### config.mk
export PLATFORM = sky130hd
export DESIGN_NAME = can_tx_select_accept_ctrl
export DESIGN_NICKNAME = d
export VERILOG_FILES = /design/src/shared/can_ctrl_pkg.sv /design/src/hdl/can_tx_select_accept_ctrl.sv
export SDC_FILE = /design/constraint.sdc
export NUM_CORES = 1
export LEC_CHECK = 0
export BUFFER_PORTS_ARGS = -buffer_cell sky130_fd_sc_hd__buf_4
export CAP_MARGIN = 30
export CORE_AREA = 4 4 78 80
export CTS_BUF_LIST = sky130_fd_sc_hd__clkbuf_2 sky130_fd_sc_hd__clkbuf_4 sky130_fd_sc_hd__clkbuf_8
export DETAILED_ROUTE_END_ITERATION = 8
export DIE_AREA = 0 0 82 84
export PLACE_DENSITY = 0.71
export RECOVER_POWER = 100
export SKIP_LAST_GASP = 1
export SLEW_MARGIN = 10
export SYNTH_ARGS = -nofsm -noshare
export SYNTH_HDL_FRONTEND = slang
export SYNTH_SLANG_ARGS = --single-unit
### constraint.sdc
create_clock -name core_clk -period 1.61 [get_ports core_clk]
set_clock_uncertainty 0.1 [all_clocks]
set_input_delay 0 -clock core_clk [delete_from_list [all_inputs] [get_ports core_clk]]
set_output_delay 0 -clock core_clk [all_outputs]
set_load 0.02 [all_outputs]
### src/shared/can_ctrl_pkg.sv
// register map, field layout and carriers for the can transmit-select/acceptance block
// assumes one core_clk domain; engine-side events arrive as one-cycle pulses on that clock
// Operation
// abort granted sets buffer's abort acknowledge bit
// clearing transmit-empty clears abort acknowledge
// abort acknowledge read-only, held in init
// select read returns lowest set bit
// lowest set select bit picks window buffer
// window blocked while selected buffer scheduled
// no selection means no window access
// select held in init, writable outside
// software copies empty flags into select
// mode field picks filter organisation
// closed filter accepts no message
// hit field reports accepting filter number
// hit follows foreground buffer reloads
// acceptance control writable only in init
// test register reads zero, ignores writes; the code accepts writes and reads them back while special_mode is set
// transmit-empty set clears abort request
// send or granted abort sets transmit-empty
// empty selection reads as zero
package can_ctrl_pkg;

    localparam int ADDR_W = 4;                 // register address width
    localparam int NBUF   = 3;                 // transmit buffers

    // register offsets (byte addresses on the plain port)
    localparam logic [3:0] OFS_TX_EMPTY   = 4'h0;  // transmit_empty_register
    localparam logic [3:0] OFS_ABORT_REQ  = 4'h1;  // abort_request_register
    localparam logic [3:0] OFS_ABORT_ACK  = 4'h2;  // tx_abort_acknowledge
    localparam logic [3:0] OFS_TX_SELECT  = 4'h3;  // tx_buffer_select
    localparam logic [3:0] OFS_ACC_CTRL   = 4'h4;  // acceptance_control
    localparam logic [3:0] OFS_TEST_RSVD  = 4'h5;  // factory_test_reserved
    localparam logic [3:0] OFS_IRQ_STATUS = 4'h6;  // sticky event flags, write one to clear
    localparam logic [3:0] OFS_IRQ_MASK   = 4'h7;  // interrupt mask

    // field positions
    localparam int ACC_MODE_LSB = 4;           // acceptance_mode_field at 5:4
    localparam int ACC_HIT_LSB  = 0;           // filter_hit_field at 2:0
    localparam int IRQ_EMPTY_LSB = 0;          // status 2:0 transmit-empty events
    localparam int IRQ_ABORT_LSB = 3;          // status 5:3 abort events
    localparam int IRQ_RX_BIT    = 6;          // status 6 message accepted

    // reset values
    localparam logic [2:0] RST_TX_EMPTY = 3'h7; // all buffers empty
    localparam logic [2:0] RST_ZERO3    = 3'h0;
    localparam logic [1:0] RST_MODE     = 2'h0;
    localparam logic [6:0] RST_IRQ      = 7'h00;

    // filter organisation
    typedef enum logic [1:0] {
        ACC_TWO_32   = 2'b00,
        ACC_FOUR_16  = 2'b01,
        ACC_EIGHT_8  = 2'b10,
        ACC_CLOSED   = 2'b11
    } acc_mode_e;

    // software register port
    typedef struct packed {
        logic [ADDR_W-1:0] addr;
        logic [7:0]        wdata;
        logic              wr;
        logic              rd;
    } reg_req_s;

    // engine-side event pulses
    typedef struct packed {
        logic [NBUF-1:0] sent;          // message sent successfully
        logic [NBUF-1:0] aborted;       // abort granted
        logic            rx_shift;      // new message into foreground buffer
        logic [2:0]      rx_hit;        // filter that accepted it
    } eng_evt_s;

endpackage

### src/hdl/can_tx_select_accept_ctrl.sv
// transmit-select, abort acknowledge and acceptance control register block
// assumes engine events are synchronous to core_clk; init_request/init_acknowledge come
// from the mode controller on the same clock; window access strobes come from the cpu bus
//
// Decided for this implementation: the register addresses and the plain strobed port.
`timescale 1ns/1ps
module can_tx_select_accept_ctrl
    import can_ctrl_pkg::*;
(
    input  wire logic            core_clk,        // 250 MHz module clock
    input  wire logic            arst_n,          // async reset, active low
    input  wire reg_req_s        reg_req,         // register port request
    output logic [7:0]           reg_rdata,       // read data, cycle after read strobe
    input  wire logic            init_request,    // init mode requested
    input  wire logic            init_acknowledge,// init mode acknowledged
    input  wire logic            special_mode,    // special (test) system mode
    input  wire eng_evt_s        eng_evt,         // engine event pulses
    input  wire logic            win_access,      // cpu touches transmit_access_window
    output logic                 win_grant,       // window access allowed
    output logic [NBUF-1:0]      win_buf_onehot,  // buffer mapped into the window
    output logic [NBUF-1:0]      tx_scheduled,    // buffers due for transmission
    output logic [NBUF-1:0]      abort_pending,   // abort requests to the engine
    output logic [1:0]           acc_mode,        // filter organisation to the filter
    output logic                 rx_accept_en,    // filter may accept messages
    output logic [7:0]           test_ctrl,       // factory test bits, special mode only
    output logic                 irq              // level interrupt
);

    ////////////////////////////////////////////////////////////////////////////////
    // state
    logic [NBUF-1:0] tx_empty_reg,  tx_empty_next;   // transmit_empty_flag per buffer
    logic [NBUF-1:0] abort_req_reg, abort_req_next;  // abort_request_bit per buffer
    logic [NBUF-1:0] abort_ack_reg, abort_ack_next;  // abort_acknowledge_bit per buffer
    logic [NBUF-1:0] tx_sel_reg,    tx_sel_next;     // raw select bits as written
    acc_mode_e       mode_reg,      mode_next;       // acceptance_mode_field
    logic [2:0]      hit_reg,       hit_next;        // filter_hit_field
    logic [7:0]      test_reg,      test_next;       // factory test register
    logic [6:0]      irq_st_reg,    irq_st_next;     // sticky event flags
    logic [6:0]      irq_mask_reg,  irq_mask_next;   // event mask
    logic [7:0]      rdata_reg,     rdata_next;      // read data holder
    logic            grant_reg,     grant_next;      // window grant
    logic [NBUF-1:0] win_reg,       win_next;        // mapped buffer
    logic            irq_reg,       irq_next;        // interrupt level
    logic [NBUF-1:0] sched_reg;                      // registered copy of ~transmit-empty
    logic            accept_reg;                     // registered filter-open level

    logic            in_init;       // both init handshake bits set
    logic            out_init;      // both init handshake bits clear
    logic [NBUF-1:0] sel_low;       // lowest set select bit
    logic [NBUF-1:0] empty_set;     // hardware sets transmit-empty this cycle
    logic            wr_hit_empty;  // write to transmit-empty register
    logic            wr_hit_abort;  // write to abort request register

    assign in_init  = init_request & init_acknowledge;
    assign out_init = ~init_request & ~init_acknowledge;
    assign wr_hit_empty = reg_req.wr & (reg_req.addr == OFS_TX_EMPTY);
    assign wr_hit_abort = reg_req.wr & (reg_req.addr == OFS_ABORT_REQ);

    // lowest-set-bit isolation; x & -x keeps only the lowest one
    assign sel_low   = tx_sel_reg & (~tx_sel_reg + 3'h1);
    assign empty_set = eng_evt.sent | eng_evt.aborted;

    ////////////////////////////////////////////////////////////////////////////////
    // transmit flags, abort request/acknowledge, per buffer
    always_comb begin
        tx_empty_next  = tx_empty_reg;
        abort_req_next = abort_req_reg;
        abort_ack_next = abort_ack_reg;
        for (int i = 0; i < NBUF; i++) begin
            // software clears empty by writing one; hardware set wins a collision
            if (out_init && wr_hit_empty && reg_req.wdata[i] && !empty_set[i]) begin
                tx_empty_next[i]  = 1'b0;
                abort_ack_next[i] = 1'b0;
            end
            // software may only raise abort requests on scheduled buffers
            if (out_init && wr_hit_abort && reg_req.wdata[i] && !tx_empty_reg[i]) begin
                abort_req_next[i] = 1'b1;
            end
            if (empty_set[i]) begin
                tx_empty_next[i]  = 1'b1;
                abort_req_next[i] = 1'b0;
                // acknowledge only on a granted abort, not on a sent message
                abort_ack_next[i] = eng_evt.aborted[i] & ~eng_evt.sent[i];
            end
        end
        if (in_init) begin
            // init holds these in reset; the ack register ignores all writes
            tx_empty_next  = RST_TX_EMPTY;
            abort_req_next = RST_ZERO3;
            abort_ack_next = RST_ZERO3;
        end
    end

    always_ff @(posedge core_clk or negedge arst_n) begin
        if (!arst_n) begin
            tx_empty_reg  <= RST_TX_EMPTY;
            abort_req_reg <= RST_ZERO3;
            abort_ack_reg <= RST_ZERO3;
            sched_reg     <= RST_ZERO3;
        end else begin
            tx_empty_reg  <= tx_empty_next;
            // kept as its own flop so the output needs no gate behind it
            sched_reg     <= ~tx_empty_next;
            abort_req_reg <= abort_req_next;
            abort_ack_reg <= abort_ack_next;
        end
    end

    ////////////////////////////////////////////////////////////////////////////////
    // buffer select and window gating
    always_comb begin
        tx_sel_next = tx_sel_reg;
        if (in_init) begin
            tx_sel_next = RST_ZERO3;
        end else if (out_init && reg_req.wr && reg_req.addr == OFS_TX_SELECT) begin
            tx_sel_next = reg_req.wdata[NBUF-1:0];
        end
        win_next = sel_low;
        // no selection, or selected buffer scheduled: access refused
        grant_next = win_access && (sel_low != RST_ZERO3)
                     && ((sel_low & ~tx_empty_reg) == RST_ZERO3);
    end

    always_ff @(posedge core_clk or negedge arst_n) begin
        if (!arst_n) begin
            tx_sel_reg <= RST_ZERO3;
            win_reg    <= RST_ZERO3;
            grant_reg  <= 1'b0;
        end else begin
            tx_sel_reg <= tx_sel_next;
            win_reg    <= win_next;
            grant_reg  <= grant_next;
        end
    end

    ////////////////////////////////////////////////////////////////////////////////
    // acceptance control and factory test register
    always_comb begin
        mode_next = mode_reg;
        hit_next  = hit_reg;
        test_next = test_reg;
        // mode writable only in init; hit bits never writable
        if (in_init && reg_req.wr && reg_req.addr == OFS_ACC_CTRL) begin
            mode_next = acc_mode_e'(reg_req.wdata[ACC_MODE_LSB +: 2]);
        end
        // closed filter: no acceptance, so foreground never reloads
        if (eng_evt.rx_shift && mode_reg != ACC_CLOSED) begin
            hit_next = eng_evt.rx_hit;
        end
        // test bits only reachable in special mode
        if (special_mode && reg_req.wr && reg_req.addr == OFS_TEST_RSVD) begin
            test_next = reg_req.wdata;
        end else if (!special_mode) begin
            test_next = 8'h00;
        end
    end

    always_ff @(posedge core_clk or negedge arst_n) begin
        if (!arst_n) begin
            mode_reg <= acc_mode_e'(RST_MODE);
            hit_reg  <= RST_ZERO3;
            test_reg <= 8'h00;
            accept_reg <= 1'b1;                 // reset mode is not closed
        end else begin
            mode_reg <= mode_next;
            accept_reg <= (mode_next != ACC_CLOSED);
            hit_reg  <= hit_next;
            test_reg <= test_next;
        end
    end

    ////////////////////////////////////////////////////////////////////////////////
    // interrupt status and mask
    always_comb begin
        logic [6:0] ev;
        ev = 7'h00;
        ev[IRQ_EMPTY_LSB +: NBUF] = empty_set & ~tx_empty_reg;
        ev[IRQ_ABORT_LSB +: NBUF] = eng_evt.aborted & ~eng_evt.sent;
        ev[IRQ_RX_BIT]            = eng_evt.rx_shift & (mode_reg != ACC_CLOSED);
        irq_st_next   = irq_st_reg;
        irq_mask_next = irq_mask_reg;
        if (reg_req.wr && reg_req.addr == OFS_IRQ_STATUS) begin
            irq_st_next = irq_st_reg & ~reg_req.wdata[6:0];
        end
        if (reg_req.wr && reg_req.addr == OFS_IRQ_MASK) begin
            irq_mask_next = reg_req.wdata[6:0];
        end
        irq_st_next = irq_st_next | ev;   // set wins over clear
        irq_next    = |(irq_st_next & irq_mask_next);
    end

    always_ff @(posedge core_clk or negedge arst_n) begin
        if (!arst_n) begin
            irq_st_reg   <= RST_IRQ;
            irq_mask_reg <= RST_IRQ;
            irq_reg      <= 1'b0;
        end else begin
            irq_st_reg   <= irq_st_next;
            irq_mask_reg <= irq_mask_next;
            irq_reg      <= irq_next;
        end
    end

    ////////////////////////////////////////////////////////////////////////////////
    // read path: data stand in the cycle after the strobe, zero otherwise
    always_comb begin
        rdata_next = 8'h00;
        if (reg_req.rd) begin
            unique case (reg_req.addr)
                OFS_TX_EMPTY:   rdata_next = {5'h00, tx_empty_reg};
                OFS_ABORT_REQ:  rdata_next = {5'h00, abort_req_reg};
                OFS_ABORT_ACK:  rdata_next = {5'h00, abort_ack_reg};
                OFS_TX_SELECT:  rdata_next = {5'h00, sel_low};
                OFS_ACC_CTRL:   rdata_next = {2'h0, mode_reg, 1'b0, hit_reg};
                OFS_TEST_RSVD:  rdata_next = special_mode ? test_reg : 8'h00;
                OFS_IRQ_STATUS: rdata_next = {1'b0, irq_st_reg};
                OFS_IRQ_MASK:   rdata_next = {1'b0, irq_mask_reg};
                default:        rdata_next = 8'h00;   // unmapped reads zero
            endcase
        end
    end

    always_ff @(posedge core_clk or negedge arst_n) begin
        if (!arst_n) begin
            rdata_reg <= 8'h00;
        end else begin
            rdata_reg <= rdata_next;
        end
    end

    ////////////////////////////////////////////////////////////////////////////////
    // outputs, all from flip-flops
    assign reg_rdata      = rdata_reg;
    assign win_grant      = grant_reg;
    assign win_buf_onehot = win_reg;
    assign tx_scheduled   = sched_reg;
    assign abort_pending  = abort_req_reg;
    assign acc_mode       = mode_reg;
    assign rx_accept_en   = accept_reg;
    assign test_ctrl      = test_reg;
    assign irq            = irq_reg;

endmodule

==> results of run 1 <==
[routing by layer]
layer	share of wire, %	track usage (%)	vias to the layer above	wire length (microns)
met1	43	28.9	1133	3000
met5	0	0	-	0
met3	4.9	4.64	10	341
li1	-	-	1069	-
met2	51	36.1	60	3540
met4	1.4	5.89	0	99
[report_power, final]
group          total [W]  internal (W)  leakage, nW  switching (W)
logic           0.000528      0.000255        0.693       0.000273
registers        0.00155       0.00150        0.711      0.0000479
clock network   0.000931      0.000461       0.0541       0.000470
total            0.00301       0.00222         1.46       0.000791
[logic make-up after synthesis]
kind of cell	after synthesis	share of synthesized area, %
multiplexers	28	12.2
AO/OA/AOI/OAI	51	12.1
flip-flops	56	54.2
buffers and inverters	20	3.23
AND/OR/NAND/NOR	85	18.3
[worst reg2reg max path: stages, from the launching register on]
cell and delay [ns]:
sky130_fd_sc_hd__dfrtp_2 0.37, sky130_fd_sc_hd__nand2_2 0.05, sky130_fd_sc_hd__and2_4 0.13, sky130_fd_sc_hd__or4b_4 0.53, sky130_fd_sc_hd__a32oi_1 0.21, sky130_fd_sc_hd__nand4_1 0.11
[metrics by stage]
stage | setup WS (ns) | utilization, % | instance area [sq um] | hold WS, ns
global placement | 0.0387 | 59.8 | 3230 | -0.0103
floorplan | -0.0494 | - | 2600 | -0.396
detailed placement | -0.0104 | 59.8 | 3230 | -0.0102
CTS | 0.00268 | 67.4 | 3640 | 0.00242
global route | -0.0770 | 64.9 | 3510 | 0.0132
finish | -0.00782 | 64.9 | 3510 | 0.0117
[worst min-delay path by stage]
| stage | slack, ns | end | from |
|---|---|---|---|
| after global placement | -0.01 | tx_scheduled[2]$_DFF_PN0_ | arst_n |
| after detailed placement | -0.01 | tx_scheduled[2]$_DFF_PN0_ | arst_n |
| after floorplan | -0.40 | abort_ack_reg[0]$_DFFE_PN0P_ | arst_n |
| after CTS | 0.002 | tx_sel_reg[0]$_DFFE_PN0P_ | init_acknowledge |
| final | 0.01 | tx_sel_reg[2]$_DFFE_PN0P_ | init_acknowledge |
| after global routing | 0.01 | tx_sel_reg[2]$_DFFE_PN0P_ | init_acknowledge |
[repair_timing]
item | CTS | global route
buffers inserted | 0 | 1
resized for setup | 0 | 3
hold buffers | 30 | 0
setup endpoints to repair | 0 | 4
hold endpoints to repair | 98 | 0
[layout make-up]
| type | count | area, sq um |
|---|---|---|
| Sequential cell | 56 | 1410 |
| Clock inverter | 3 | 42.5 |
| Fill cell | 471 | 1900 |
| Multi-Input combinational cell | 164 | 1110 |
| Tap cell | 72 | 90.1 |
| Timing Repair Buffer | 108 | 748 |
| Clock buffer | 5 | 68.8 |
| Inverter | 9 | 33.8 |
[cell usage in the layout, fill, tap and decap left out, drive strengths merged, types with 8 or more instances in the layout]
cell and n:
mux2i 11, o21ai 15, dlygate4sd3 30, buf 38
inv 9, a21oi 16, clkbuf 45, nor2 18
nand2 12, nand3 8, mux2 16, nor2b 13
dfrtp 52
[synth_stat cells, types with 2 or more instances]
cell type | count | share of area (%)
sky130_fd_sc_hd__a22o_1 | 2 | 0.68
sky130_fd_sc_hd__nor2b_1 | 13 | 3.1
sky130_fd_sc_hd__nand3_1 | 8 | 1.5
sky130_fd_sc_hd__mux2i_1 | 11 | 4.2
sky130_fd_sc_hd__mux2_2 | 16 | 6.9
sky130_fd_sc_hd__a32oi_1 | 3 | 1.0
sky130_fd_sc_hd__dfrtp_1 | 52 | 50
sky130_fd_sc_hd__clkbuf_1 | 5 | 0.72
sky130_fd_sc_hd__a31oi_1 | 3 | 0.72
sky130_fd_sc_hd__nor3_1 | 4 | 0.77
sky130_fd_sc_hd__and2_1 | 3 | 0.72
sky130_fd_sc_hd__buf_2 | 3 | 0.58
sky130_fd_sc_hd__nor2_1 | 18 | 2.6
sky130_fd_sc_hd__dfstp_2 | 4 | 4.1
sky130_fd_sc_hd__o2bb2ai_1 | 3 | 1.0
sky130_fd_sc_hd__or3_1 | 3 | 0.72
sky130_fd_sc_hd__nand4_1 | 4 | 0.96
sky130_fd_sc_hd__inv_1 | 9 | 1.3
sky130_fd_sc_hd__or3b_2 | 3 | 1.0
sky130_fd_sc_hd__o21ai_0 | 15 | 2.9
sky130_fd_sc_hd__a22oi_1 | 6 | 1.7
sky130_fd_sc_hd__a21oi_1 | 16 | 3.1
sky130_fd_sc_hd__nor3b_1 | 6 | 1.7
sky130_fd_sc_hd__nand4b_1 | 2 | 0.68
sky130_fd_sc_hd__nand2_1 | 12 | 1.7
==> Implementation_results.wiki, run 1 <==
{| class="wikitable"
! Metric !! Value
|-
| CP Launch Point || acc_mode[1]$_DFF_PN0_
|-
| Power per unit of standard cell area || around 860 nW/um^2
|-
| Clk sink count || 56
|-
| Max_cap viols || 0
|-
| Overflow left after global routing || 0
|-
| FF-to-FF setup slack || -0.008 ns
|-
| Cell area after technology mapping || between 2000 and 3000 sq um
|-
| Pin count of the biggest net entering global routing || 57
|-
| RSZ-0062 raised after global routing || yes
|-
| Critical path buffer and inverter count || 0
|-
| Last weighted congestion value of the routability-driven placer || 0.849
|-
| Fraction of the yosys area taken by sequential cells || around 54%
|-
| Total length of routed wires || ~7000 microns
|-
| Worst reg2reg path startpoint || acc_mode[1]$_DFF_PN0_
|-
| IO Port Bufs || 59
|-
| Avg Cell Area, Syn || about 11 sq um
|-
| Max transition margin || between 50 and 60%
|-
| Biggest cell delay along the critical path || 0.53 ns
|-
| Slowest cell on the critical path || sky130_fd_sc_hd__or4b_4
|-
| Number of design rule violations left after detail routing || 0
|-
| CP Data Required Time || 1.71 ns
|-
| Initial core utilization || approximately half
|-
| HP Class || in -> reg
|-
| Total power || approximately 0.003 W
|-
| Share of synthesized registers carrying an async set or reset || between 90% and 100%
|-
| Final worst-path setup slack || -0.00782 ns
|-
| Rows || 27
|-
| Horizontal extent of the die || around 82 microns
|-
| Highest ir drop seen on vdd || between 400 and 500 uV
|-
| Number of placed instances with taps included || ~380
|-
| Number of antenna-violating nets in the routed design || 0
|-
| Setup crit start kind || register
|-
| Count of TritonRoute iterations in the first routing pass || 4
|-
| Nature of the critical path endpoint || register
|-
| Number of enable flip-flop cells after synthesis || 0
|-
| Clock Tree Buf Depth || 2
|-
| Clock period minus worst slack || roughly 1.6 ns
|-
| Synthesis warning total || 0
|-
| Arrival time worst endpoint || around 1.7 ns
|-
| Worst hold path cell count || 4
|-
| Number of buffers created by CTS || 5
|-
| Top Family by Delay on Critical Path || simple AND/OR/NAND/NOR gates
|-
| Termination of the worst setup path || irq$_DFF_PN0_
|-
| Unique cell type count in the Yosys netlist || between 40 and 50
|-
| Worst-path clk slew || about 0.10 ns
|-
| Total nets after synthesis || between 200 and 300
|-
| First-pass GRT wire length || roughly 12000 microns
|-
| Final Hold Viols || 0
|-
| DIE AREA || 6890 sq um
|-
| Area growth syn-to-layout || 35.1%
|-
| Depth of the worst register-to-register path || 5
|-
| Filler-free cell count of the finished design || roughly 420
|-
| Fmax || between 600 and 700 MHz
|-
| Dominant synthesized flop cell || sky130_fd_sc_hd__dfrtp_1
|-
| Worst-path maximum fanout || 2
|-
| Clock root buffer master || sky130_fd_sc_hd__clkbuf_8
|-
| Violations in the final reports || negative setup slack
|-
| Number of slew-limit violations in the final report || 0
|-
| FF+latch count, synth || 56
|-
| Die Ht || about 84 microns
|-
| Worst reg2reg path endpoint || irq$_DFF_PN0_
|-
| Number of violations reported at the end of detailed-routing iteration 0 || approximately 130
|-
| Number of setup violations in the final report || 1
|-
| Final worst-path cycle share || 100%
|-
| Diodes inserted || 0
|-
| Share of final-layout standard cells stronger than drive strength 1 || 20.3%
|-
| Via count of the first global-routing pass || 2355
|-
| Number of nets in the layout || 374
|-
| Count of H-tree levels built during CTS || 2
|-
| WP depth || 5
|-
| Avg WL per Cell || roughly 17 microns
|-
| Fin Setup TNS || -0.00782 ns
|-
| Via count normalized by instance count || ~5.4
|-
| LEAKAGE || between 1 and 1.5 nW
|-
| Standard cell core area || around 5400 sq um
|-
| Post-Syn Instances || 240
|-
| Count of vias placed by the detailed router || around 2300
|-
| Result of the run || complete, but fails checks
|-
| Post-DP HPWL || 4900 microns
|-
| Clock insertion delay at the later pin of the skew report || around 0.32 ns
|-
| Start-to-end type of the worst setup path || reg -> reg
|-
| Worst Tran Pin Value || about 0.69 ns
|-
| Number of primary I/O pins || 60
|-
| Antenna violations before repair || 0
|-
| Crit-path cells || nand2_2 > and2_4 > or4b_4 > a32oi_1 > nand4_1
|-
| Overall Global Routing Usage || 21.9%
|-
| CTS tree || yes
|}
No activity file was read; power rests on OpenSTA's default activity.
==> inputs of run 2 (changes only) <==
--- a/config.mk
+++ b/config.mk
@@ -7,11 +7,13 @@
 export LEC_CHECK = 0
 export BUFFER_PORTS_ARGS = -buffer_cell sky130_fd_sc_hd__buf_4
 export CAP_MARGIN = 30
-export CORE_AREA = 4 4 78 80
+export CELL_PAD_IN_SITES_DETAIL_PLACEMENT = 0
+export CELL_PAD_IN_SITES_GLOBAL_PLACEMENT = 1
+export CORE_AREA = 4 4 87 89
 export CTS_BUF_LIST = sky130_fd_sc_hd__clkbuf_2 sky130_fd_sc_hd__clkbuf_4 sky130_fd_sc_hd__clkbuf_8
 export DETAILED_ROUTE_END_ITERATION = 8
-export DIE_AREA = 0 0 82 84
-export PLACE_DENSITY = 0.71
+export DIE_AREA = 0 0 91 93
+export PLACE_DENSITY = 0.73
 export RECOVER_POWER = 100
 export SKIP_LAST_GASP = 1
 export SLEW_MARGIN = 10
==> Implementation_results.wiki, run 2 (synthesis gave the netlist of run 1 again) <==
{| class="wikitable"
! Metric !! Value
|-
| Count of TritonRoute iterations in the first routing pass || 4
|-
| Clock insertion delay at the later pin of the skew report || ~0.31 ns
|-
| Worst-path maximum fanout || 2
|-
| Highest ir drop seen on vdd || 363 uV
|-
| Overflow left after global routing || 0
|-
| Number of antenna-violating nets in the routed design || 0
|-
| Clock period minus worst slack || ~1.6 ns
|-
| Avg WL per Cell || 17.6 microns
|-
| Diodes inserted || 0
|-
| Final Hold Viols || 0
|-
| Clock root buffer master || sky130_fd_sc_hd__clkbuf_8
|-
| Initial core utilization || between 30% and 40%
|-
| Number of slew-limit violations in the final report || 0
|-
| Via count normalized by instance count || around 5.3
|-
| Fmax || 645 MHz
|-
| Setup crit start kind || register
|-
| Leading cell type in the layout, fill and taps excluded || sky130_fd_sc_hd__buf_4
|-
| HP Class || in -> reg
|-
| LEAKAGE || ~1.5 nW
|-
| Filler-free cell count of the finished design || about 430
|-
| Worst-path clk slew || around 0.09 ns
|-
| Max_cap viols || 0
|-
| DIE AREA || 8460 sq um
|-
| Worst hold-check slack || between 0.015 and 0.02 ns
|-
| Total power || a little over 0.003 W
|-
| Count of vias placed by the detailed router || 2261
|-
| Commonest cells after routing, fill and taps aside || sky130_fd_sc_hd__buf_4 (52), sky130_fd_sc_hd__dfrtp_1 (50), sky130_fd_sc_hd__dlygate4sd3_1 (29), sky130_fd_sc_hd__clkbuf_1 (29), sky130_fd_sc_hd__nor2_1 (18)
|-
| Last weighted congestion value of the routability-driven placer || ~0.83
|-
| Pin count of the biggest net entering global routing || 34
|-
| Met1 usage || a little under a quarter
|-
| Via count of the first global-routing pass || 2289
|-
| Result of the run || complete, no violations
|-
| Overall Global Routing Usage || a little under a fifth
|-
| Number of violations reported at the end of detailed-routing iteration 0 || 124
|-
| CP Data Required Time || between 1.5 and 2 ns
|-
| Total length of routed wires || 7540 microns
|-
| RSZ-0062 raised after global routing || yes
|-
| Standard cell core area || 6760 sq um
|-
| Met3 global-route usage || 3.06%
|-
| Post-DP HPWL || 5390 microns
|-
| Count of H-tree levels built during CTS || 2
|-
| Number of design rule violations left after detail routing || 0
|-
| Max transition margin || between 40 and 50%
|-
| Number of placed instances with taps included || around 390
|-
| Die Ht || just over 90 microns
|-
| Number of setup violations in the final report || 0
|-
| Arrival time worst endpoint || ~1.6 ns
|-
| Number of nets in the layout || between 300 and 400
|-
| Power per unit of standard cell area || around 850 nW/um^2
|-
| Antenna violations before repair || 0
|-
| DP Worst Slack || -0.0261 ns
|-
| Area growth syn-to-layout || 38.3%
|-
| CTS tree || yes
|-
| Share of final-layout standard cells stronger than drive strength 1 || around a quarter
|-
| Final worst-path setup slack || about 0.060 ns
|-
| Final worst-path cycle share || approximately 96%
|-
| Rows || 30
|-
| Number of buffers created by CTS || 5
|-
| Clock Tree Buf Depth || 2
|-
| Horizontal extent of the die || 91 microns
|-
| Met2 usage in global routing || a little under a third
|-
| Start-to-end type of the worst setup path || reg -> reg
|-
| IO Port Bufs || 59
|-
| Clk sink count || 56
|-
| Nature of the critical path endpoint || register
|-
| Busiest metal layer after global routing || met2
|-
| First-pass GRT wire length || ~12000 microns
|-
| Number of primary I/O pins || 60
|-
| Worst Tran Pin Value || approximately 0.86 ns
|}
-- run 2: cell types whose count changed in the layout (fill, tap and decap cells not counted), sizes merged --
cell,previous run,this run
buf,38,53
dlygate4sd3,30,29
clkbuf,45,35
-- run 2: critical path, cell delays in order, from the launching register on --
cell and delay, ns:
sky130_fd_sc_hd__dfrtp_2 0.37, sky130_fd_sc_hd__nand2_2 0.06, sky130_fd_sc_hd__and2_4 0.14, sky130_fd_sc_hd__or4b_4 0.49, sky130_fd_sc_hd__a32oi_2 0.18, sky130_fd_sc_hd__nand4_1 0.09
-- run 2: final timing paths --
path                                      startpoint                        end  slack [ns]  cells after the start
max                            acc_mode[0]$_DFF_PN0_              irq$_DFF_PN0_        0.06                      5
min                                 init_acknowledge  tx_sel_reg[0]$_DFFE_PN0P_        0.02                      4
max reg2reg                    acc_mode[0]$_DFF_PN0_              irq$_DFF_PN0_        0.06                      5
min reg2reg                irq_mask_reg[4]$_DFF_PN0_  irq_mask_reg[4]$_DFF_PN0_        0.43                      1
max in group asynchronous                     arst_n  tx_empty_reg[0]$_DFF_PN1_        0.51                      3
min in group asynchronous                     arst_n  tx_scheduled[1]$_DFF_PN0_        0.21                      2
-- run 2: final cells by class --
cell class	instances	area (sq um)
well taps	80	100
inverters	9	33.8
clock inverters	3	42.5
repair buffers	112	815
fillers	612	3170
flip-flops and latches	56	1410
multi-input cells	164	1120
clock buffers	5	68.8
-- run 2: per-stage QoR --
stage / setup TNS (ns) / util (%) / instance area, sq um
after floorplan: -0.0494 / - / 2600
after global placement: -0.0192 / 48.1 / 3250
after detailed placement: -0.0261 / 48.1 / 3250
after CTS: 0 / 54.1 / 3660
after global routing: -0.0143 / 53.1 / 3590
final: 0 / 53.1 / 3590
-- run 2: metal layers --
layer  vias up  routed length (microns)
li1       1075                        -
met1      1105                     3270
met2        69                     3710
met3        12                      417
met4         0                      136
met5         -                        0
-- run 2: where the power goes --
group | internal, W | switching, W
Clock | 0.000461 | 0.000463
Sequential | 0.00150 | 0.0000514
Combinational | 0.000276 | 0.000284
Total | 0.00224 | 0.000798
-- run 2: what timing repair did --
action                                  4_1_cts  5_1_grt
gates resized for setup                       2        1
hold buffers                                 29        0
hold endpoints to repair                    101        0
endpoints found under the setup margin        1        2
pin swaps                                     4        2
buffers inserted                              0        5
